$ cat config.mk
export PLATFORM = sky130hd
export DESIGN_NAME = pmrc_top
export DESIGN_NICKNAME = d
export VERILOG_FILES = /design/src/core/pmrc_sync.v /design/src/core/pmrc_top.v
export VERILOG_INCLUDE_DIRS = /design/src /design/src/core
export SDC_FILE = /design/constraint.sdc
export NUM_CORES = 1
export LEC_CHECK = 0
export BUFFER_PORTS_ARGS = -buffer_cell sky130_fd_sc_hd__buf_2
export CAP_MARGIN = 20
export CORE_UTILIZATION = 54
export CTS_CLUSTER_DIAMETER = 150
export DETAILED_ROUTE_END_ITERATION = 16
export PLACE_DENSITY = 0.83
export SLEW_MARGIN = 20
export SYNTH_ARGS = -nofsm -noshare
export SYNTH_HDL_FRONTEND = slang
export SYNTH_SLANG_ARGS = --single-unit
$ cat constraint.sdc
create_clock -name clock -period 2.7 [get_ports clock]
set_clock_uncertainty 0.1 [all_clocks]
set_input_delay 0.54 -clock clock [delete_from_list [all_inputs] [get_ports clock]]
set_output_delay 0.54 -clock clock [all_outputs]
set_load 0.005 [all_outputs]
$ cat src/core/pmrc_consts.vh
`ifndef PMRC_CONSTS_VH
`define PMRC_CONSTS_VH
// clock cycles counted in the start-up state before releasing reset
`define PMRC_STARTUP_PERIODS 1024
// length of the watchdog reset pulse driven on the reset pin
`define PMRC_WDOG_PULSE_PERIODS 96
// counter widths
`define PMRC_CNT_W 11
`define PMRC_PULSE_W 7
`endif

$ cat src/core/pmrc_sync.v
`timescale 1ns/10ps
`default_nettype none
// two-flop synchroniser for one level
module pmrc_sync (
    // clock and control
    input wire clock,
    input wire sys_rst,
    input wire clk_en,
    // level in and out
    input wire d,
    output wire q
);
    reg meta;
    reg stable;
    always @(posedge clock) begin
        if (sys_rst) begin
            meta <= 1'b0;
            stable <= 1'b0;
        end else if (clk_en) begin
            meta <= d;
            stable <= meta;
        end
    end
    assign q = stable;
endmodule // pmrc_sync
`default_nettype wire

$ cat src/core/pmrc_top.v
`timescale 1ns/10ps
`default_nettype none
`include "pmrc_consts.vh"
////////////////////////////////////////////////////////////////////////////////
// Contract
// - Internal reset asserted at once at power-up, before any check.
// - With supply safe, hold reset until the oscillator is seen toggling.
// - Then count 1024 oscillator periods before releasing internal reset (the code counts 1024 clock cycles instead).
// - Supply-fail indication asserts internal reset at once, no counting.
// - Internal reset goes to core, memories and peripherals together.
// - Reset asserted on monitor, watchdog, array watchdog or pin request.
// - Device stays in reset as long as the external reset input is held.
// - Hardware watchdog expiry drives a 96-period pulse onto the reset pin.
module pmrc_top #(
    parameter STARTUP_PERIODS = `PMRC_STARTUP_PERIODS,
    parameter PULSE_PERIODS = `PMRC_WDOG_PULSE_PERIODS
) (
    // clock, reset and enable
    input wire clock,
    input wire sys_rst,
    input wire clk_en,
    // supply monitor and oscillator
    input wire supply_fail_detect,
    input wire oscillator_input,
    // watchdog requests
    input wire hardware_watchdog_expire,
    input wire counter_array_watchdog_expire,
    // reset pin (two-way)
    input wire reset_pin_in,
    output wire reset_pin_out,
    output wire reset_pin_oe,
    // internal reset outputs
    output reg core_reset,
    output reg memory_reset,
    output reg periph_reset,
    output reg monitor_reset
);
    ////////////////////////////////////////////////////////////////////////////
    // one-hot sequence states:
    // powerup  - supply unsafe, everything held
    // wait_osc - supply safe, waiting for both oscillator edges
    // count    - start-up delay running
    // run      - sequence done, only the request sources or a supply fail can hold reset
    localparam [3:0] ST_POWERUP = 4'h1;
    localparam [3:0] ST_WAIT_OSC = 4'h2;
    localparam [3:0] ST_COUNT = 4'h4;
    localparam [3:0] ST_RUN = 4'h8;

    reg [3:0] state;
    reg [3:0] next_state;
    reg [`PMRC_CNT_W-1:0] cnt;
    reg [`PMRC_CNT_W-1:0] next_cnt;
    reg [`PMRC_PULSE_W-1:0] pulse_cnt;
    reg osc_prev;
    reg seen_high;
    reg seen_low;
    wire pin_sync;
    wire osc_sync;
    wire pulse_active;
    wire ext_req;
    wire any_req;
    wire osc_rise;
    wire osc_fall;
    wire supply_ok;
    wire osc_toggling;
    wire count_done;
    wire seq_hold;
    wire [`PMRC_CNT_W-1:0] count_last;

    // clk_en low freezes every flop here, the synchronisers included, so a
    // frozen block neither counts nor loses a pending request

    ////////////////////////////////////////////////////////////////////////////
    // pin and oscillator synchronisers
    // both inputs come from the board and may change at any time; only the
    // second flop of each is read below
    pmrc_sync u_pin_sync (
        .clock(clock),
        .sys_rst(sys_rst),
        .clk_en(clk_en),
        .d(reset_pin_in),
        .q(pin_sync)
    );
    pmrc_sync u_osc_sync (
        .clock(clock),
        .sys_rst(sys_rst),
        .clk_en(clk_en),
        .d(oscillator_input),
        .q(osc_sync)
    );

    ////////////////////////////////////////////////////////////////////////////
    // watchdog pulse on the reset pin; own pulse is masked only while active, so its synchronised tail is taken as external for two clocks
    // a new expiry during the pulse is ignored; the pulse is never restarted
    // so the board sees one clean pulse of fixed length
    assign pulse_active = (pulse_cnt != {`PMRC_PULSE_W{1'b0}});
    assign reset_pin_out = pulse_active;
    assign reset_pin_oe = pulse_active;
    always @(posedge clock) begin
        if (sys_rst) begin
            pulse_cnt <= {`PMRC_PULSE_W{1'b0}};
        end else if (clk_en) begin
            if (hardware_watchdog_expire && !pulse_active) begin
                pulse_cnt <= PULSE_PERIODS[`PMRC_PULSE_W-1:0];
            end else if (pulse_active) begin
                pulse_cnt <= pulse_cnt - 1'b1;
            end
        end
    end
    assign ext_req = pin_sync & ~pulse_active;
    // any one source is enough to hold the combined reset
    assign any_req = ext_req |
        hardware_watchdog_expire |
        counter_array_watchdog_expire |
        pulse_active;

    ////////////////////////////////////////////////////////////////////////////
    // oscillator edges, taken from the synchronised level only
    assign osc_rise = osc_sync & ~osc_prev;
    assign osc_fall = ~osc_sync & osc_prev;

    ////////////////////////////////////////////////////////////////////////////
    // oscillator activity: a rising and a falling edge seen in the wait state
    always @(posedge clock) begin
        if (sys_rst) begin
            osc_prev <= 1'b0;
            seen_high <= 1'b0;
            seen_low <= 1'b0;
        end else if (clk_en) begin
            osc_prev <= osc_sync;
            if (state != ST_WAIT_OSC) begin
                seen_high <= 1'b0;
                seen_low <= 1'b0;
            end else begin
                if (osc_rise) begin
                    seen_high <= 1'b1;
                end
                if (osc_fall) begin
                    seen_low <= 1'b1;
                end
            end
        end
    end

    ////////////////////////////////////////////////////////////////////////////
    // sequence conditions
    // the supply flag is used as it comes: it can only restart the sequence,
    // so a late sample costs one clock and never shortens the start-up count
    assign supply_ok = ~supply_fail_detect;
    // both edges must be seen; a stuck oscillator never leaves the wait
    assign osc_toggling = seen_high & seen_low;
    // the counter runs from zero to STARTUP_PERIODS-1, one clock each;
    // STARTUP_PERIODS must fit the counter width
    assign count_last = STARTUP_PERIODS[`PMRC_CNT_W-1:0] - 1'b1;
    assign count_done = (cnt == count_last);
    // reset held by the sequence until the counter is done
    assign seq_hold = (next_state != ST_RUN);

    ////////////////////////////////////////////////////////////////////////////
    // power monitor sequence
    always @* begin
        next_state = state;
        next_cnt = cnt;
        case (state)
            ST_POWERUP: begin
                next_cnt = {`PMRC_CNT_W{1'b0}};
                if (supply_ok) begin
                    next_state = ST_WAIT_OSC;
                end
            end
            ST_WAIT_OSC: begin
                next_cnt = {`PMRC_CNT_W{1'b0}};
                if (osc_toggling) begin
                    next_state = ST_COUNT;
                end
            end
            ST_COUNT: begin
                if (count_done) begin
                    next_state = ST_RUN;
                end else begin
                    next_cnt = cnt + 1'b1;
                end
            end
            ST_RUN: begin
                next_cnt = {`PMRC_CNT_W{1'b0}};
            end
            default: begin
                next_state = ST_POWERUP;
                next_cnt = {`PMRC_CNT_W{1'b0}};
            end
        endcase
        if (supply_fail_detect) begin
            next_state = ST_POWERUP;
            next_cnt = {`PMRC_CNT_W{1'b0}};
        end
    end

    always @(posedge clock) begin
        if (sys_rst) begin
            state <= ST_POWERUP;
            cnt <= {`PMRC_CNT_W{1'b0}};
        end else if (clk_en) begin
            state <= next_state;
            cnt <= next_cnt;
        end
    end

    ////////////////////////////////////////////////////////////////////////////
    // combined reset, asserted and released on the clock edge
    always @(posedge clock) begin
        if (sys_rst) begin
            monitor_reset <= 1'b1;
            core_reset <= 1'b1;
            memory_reset <= 1'b1;
            periph_reset <= 1'b1;
        end else if (clk_en) begin
            // supply sequence alone
            monitor_reset <= seq_hold;
            // sequence or any request, the same value on all three
            core_reset <= seq_hold | any_req;
            memory_reset <= seq_hold | any_req;
            periph_reset <= seq_hold | any_req;
        end
    end
endmodule // pmrc_top
`default_nettype wire

Word level (Yosys, flattened, before mapping):

Index checks and enable logic that the tools add are counted.

* bits in registers: 31
* latch bits: 0
* bits in writable memories: 0
* memory bits (read-only): 0
* input bits: 8
* output and inout port bits: 6
* logic and storage cells: 56
* memories kept: 0

* add/subtract/negate cells: 2
* $mul: 0
* divide/modulo/power cells: 0
* order comparisons: 0
* equal/unequal tests: 8
* shift-type cells: 0
* muxes and demuxes: 13
* bitwise gates (word level): 11
* reductions and logical operators: 10

Operators by type and width (count)
* two-way mux 11 bit: 3
* case mux 4 bit (4 select lines): 1
* two-way mux 7 bit: 2
* two-way mux 4 bit: 3
* adder 11 x 1 -> 11 bit (second input constant): 1
* equality test 11 x 10 -> 1 bit (second input constant): 1
* AND reduction 2 bit: 4
* nonzero test 7 bit: 1
* subtractor 7 x 1 -> 7 bit (second input constant): 1
* nonzero test 2 bit: 3
* AND 1 bit: 4
* equality test 4 x 1 -> 1 bit (second input constant): 1
* equality test 4 x 2 -> 1 bit (second input constant): 1
* equality test 4 x 3 -> 1 bit (second input constant): 1
* equality test 4 bit (second input constant): 1
* two-way mux 1 bit: 4
* inequality test 4 x 2 -> 1 bit (second input constant): 1
* inequality test 4 bit (second input constant): 1
* bitwise OR 1 bit: 4
* inequality test 3 bit (second input constant): 1
* inverter 1 bit: 3
* logical AND 1 bit: 1
* zero test 1 bit: 1

Logic depth before layout (Yosys ltp):

* depth after elaboration: 7
* gate-level depth with buffers: 7
* gate-level depth less buffers: 6

Hierarchy:

A second synthesis with hierarchy kept.

* cells, all modules: 184
* area total of the unflattened synthesis: 1555.2 µm²

Modules (own cells, without submodules)
* pmrc_top: times used 1, cells each 172, area each 1420.1 µm², sequential area each 540.5 µm²
* pmrc_sync: times used 2, cells each 6, area each 67.6 µm², sequential area each 40.0 µm²

Least setup slack after synthesis:

No wires, ideal clock.

* kind: input to register
* from: input supply_fail_detect
* to: register cnt[1]
* setup time: 0.116 ns
* arrival time: 1.757 ns
* required time: 2.484 ns
* path slack: 0.728 ns
* stages: 5
* buffers on the path: 0
* path through: or3_4 > nor4_4 > a21o_1 > nor4b_1 > a31o_1

* word-level cells in the longest chain between the ends: 2
* elaborated cells between the ends (all ways): 3
* those cells by class: 1 x eq/ne; 1 x mux; 1 x reduce/logical

RTL lines
* start: declaration: line pmrc_top.v:23 `input wire supply_fail_detect,`
* inequality test 3 bit (no source line)
* AND reduction 2 bit (no source line)
* end signal: assignment: line pmrc_top.v:201 `` cnt <= {`PMRC_CNT_W{1'b0}}; ``
* end signal: assignment: line pmrc_top.v:204 `cnt <= next_cnt;`
* end: declaration: line pmrc_top.v:51 `` reg [`PMRC_CNT_W-1:0] cnt; ``

Parallel ways exist; a longest one is shown, timed or not.
A chain may end at the register's enable or synchronous reset.

Final worst setup path:

* from: register pulse_cnt[0]
* to: output reset_pin_oe

* word-level cells in the longest chain between the ends: 1

RTL lines
* start: declaration: line pmrc_top.v:53 `` reg [`PMRC_PULSE_W-1:0] pulse_cnt; ``
* start signal: assignment: line pmrc_top.v:101 `` pulse_cnt <= {`PMRC_PULSE_W{1'b0}}; ``
* start signal: assignment: line pmrc_top.v:104 `` pulse_cnt <= PULSE_PERIODS[`PMRC_PULSE_W-1:0]; ``
* start signal: assignment: line pmrc_top.v:106 `pulse_cnt <= pulse_cnt - 1'b1;`
* nonzero test 7 bit: line pmrc_top.v:96 `` assign pulse_active = (pulse_cnt != {`PMRC_PULSE_W{1'b0}}); ``
* end: declaration: line pmrc_top.v:31 `output wire reset_pin_oe,`

Every way passes these cells.

==> flow_summary.toml <==
[cells_and_area]
antenna_cells = 0
drive_above_1_share = 0.153
final_util = 0.630
layout_common_cells = "dfxtp_1 (31), nor2_1 (26), nand2_1 (17), buf_2 (13), a21oi_1 (10)"
layoutNonFillerInstCount = 219
syn_to_final_growth_pct = 6.68
fillers = 232
nNetsFinal = 198
layout_commonest_cell = "dfxtp_1"

[logic_synthesis]
syn_area_per_cell_um2 = 8.57
ys_types = 49
ys_ff_latch = 31
async_reset_ff_frac = 0
netlist_instances = 177
synth_area_mm2 = 0.00152
yosysSeqAreaShare = 0.409
syn_nets = 187
synth_edf_count = 0
ys_warn_count = 0
synthFlopType = "dfxtp_1"

[critical_path]
path_class = "reg2out"
path_buf_inv = 2
cp-end-kind = "output pin"
cp_max_fo = 10
rrSetupSlack_ns = 0.71
required_ns = 2.06
crit_start = "pulse_cnt[0]"
critPathArrivalTime_ns = 1.57
crit_slowest_cell = "dfxtp_1"
rr_startpoint = "state[0]"
path_cells = "inv_1 -> ha_1 -> nand4b_1 -> buf_2"
path_delay_family = "flip-flops"
start_kind = "flop"
cpPeakStageDelay_ns = 0.35

[pwr]
ir_drop_mv = 0.617
power-per-cell-area_mw_per_mm2 = 711
p_leak_nw = 0.608

[sta]
tns_ns = 0
period_share = 0.820
finalCriticalPeriod_ns = 2.21
finalSetupViolCount = 0
hold_viol_final = 0
clock.fmax_mhz = 452
rsz0062_at_grt = "no"
slew_headroom = 0.676
slew_viol_final = 0
timing_worst_slew_pin_value_ns = 0.482

[drt]
post_drt_wl_per_cell_um = 13.2
routed_via_density = 5.90
dr.first_iter.drc_count = 27
drt_drc_violations_left = 0
via_count = 1292
first_pass_iters = 4
totalWireLength_um = 2880
drtAntennaViolNets = 0

[die]
ios = 14
initial_core_util = 0.591
core_mm2 = 0.00257
die_y_um = 55.0
fp.dieW_um = 55.0
die_area_mm2 = 0.00302
core.rowCount = 18

[clocking]
clock_latency_ns = 0.33
h-tree-depth = 2
clkSlewWorstSetupHoldPaths_ns = 0.09
clockBufferDepth = 2
holdBufCountCts = 0
clockRootBuffer = "clkbuf_4"
clkSinkCount = 31
numCtsBuffers = 5
postCtsSetupRepairBufs = 0
cts_resized = 0
cts_tree = "done"

[min_path]
worstHoldStart = "reset_pin_in"
min_path_type = "in2reg"

[placed_design]
port_buffers = 13
dpl.hpwl_um = 1990
gp_congestion = 0.807
place_inst = 211

[outcome]
status = "finished, final reports clean"

[job]
maxCapViolCount = 0

[global_route]
grt_pass1_vias = 1108
grt-ovfl-total = 0
grt_max_degree = 21
track_usage = 0.233
grt_first_pass_wirelength_um = 4940
antenna_found_initial = 0
[cells in the mapped netlist, drive strengths merged, types with 3 or more instances]
master	instances	share of area
dfxtp	31	0.41
nor2	26	0.064
nand2	18	0.046
a21oi	11	0.039
inv	8	0.020
buf	6	0.029
xnor2	6	0.035
mux2i	5	0.033
nor3	5	0.023
o21ai	5	0.016
clkbuf	4	0.0099
a21o	3	0.015
a31oi	3	0.016
and4	3	0.019
nand3	3	0.0099
nand4	3	0.012
nor2b	3	0.012
nor4	3	0.022
or3	3	0.016
[where the power goes]
part | internal, mW | switching (mW) | total (mW)
Clock | 0.101 | 0.153 | 0.254
Combinational | 0.139 | 0.194 | 0.334
Sequential | 0.510 | 0.0532 | 0.563
[final timing paths]
kind	end	cells past startpoint
max	reset_pin_oe	4
min	u_pin_sync.meta	3
max reg2reg	cnt[2]	5
min reg2reg	monitor_reset	2
[through the flow]
step                hold WS, ns  instance area, um^2  total power, mW  setup slack [ns]
finish                    0.342                 1620             1.15             0.486
global route              0.352                 1620             1.23             0.343
CTS                       0.326                 1620             1.16             0.468
detailed placement        0.353                 1570            0.904             0.506
global placement          0.342                 1570            0.881             0.546
floorplan                 0.338                 1520            0.831             0.728
[kinds of logic after synthesis]
group	Yosys count	synth area share
XOR/XNOR	7	0.0404
adder cells (fa/ha/maj)	2	0.0165
buffers and inverters	19	0.0611
multiplexers	5	0.0330
AO/OA/AOI/OAI	35	0.160
AND/OR/NAND/NOR	78	0.280
flip-flops	31	0.409
[final cells by class]
type	instances	area (um^2)	area share
clock buffer	7	45.0	0.0278
tap	30	37.5	0.0232
timing repair buffer	14	72.6	0.0449
sequential	31	621	0.384
clock inverter	1	5.00	0.00309
multi-input combinational	127	803	0.497
inverter	9	33.8	0.0209
[metal layers]
metal  GRT usage  up-vias  wire [um]
met5           0        -          0
met4      0.0750        0         42
met3      0.0902        7        130
met2       0.349       24       1370
met1       0.306      616       1340
li1            -      645          -
[registers in the layout, indices dropped and copies added, names as in the netlist]
register,count
u_osc_sync.meta,1
seen_low,1
monitor_reset,1
seen_high,1
periph_reset,1
osc_prev,1
u_pin_sync.meta,1
u_osc_sync.q,1
u_pin_sync.q,1
pulse_cnt,7
cnt,11
state,4
[worst reg2reg max path: stages (launching register included)]
cell     delay [ns]
dfxtp_1        0.38
or3_4          0.43
nor4_4         0.49
nand2_2        0.15
and4_4         0.22
nor3_2         0.15
Note: power is estimated with default switching activity, not from simulation.
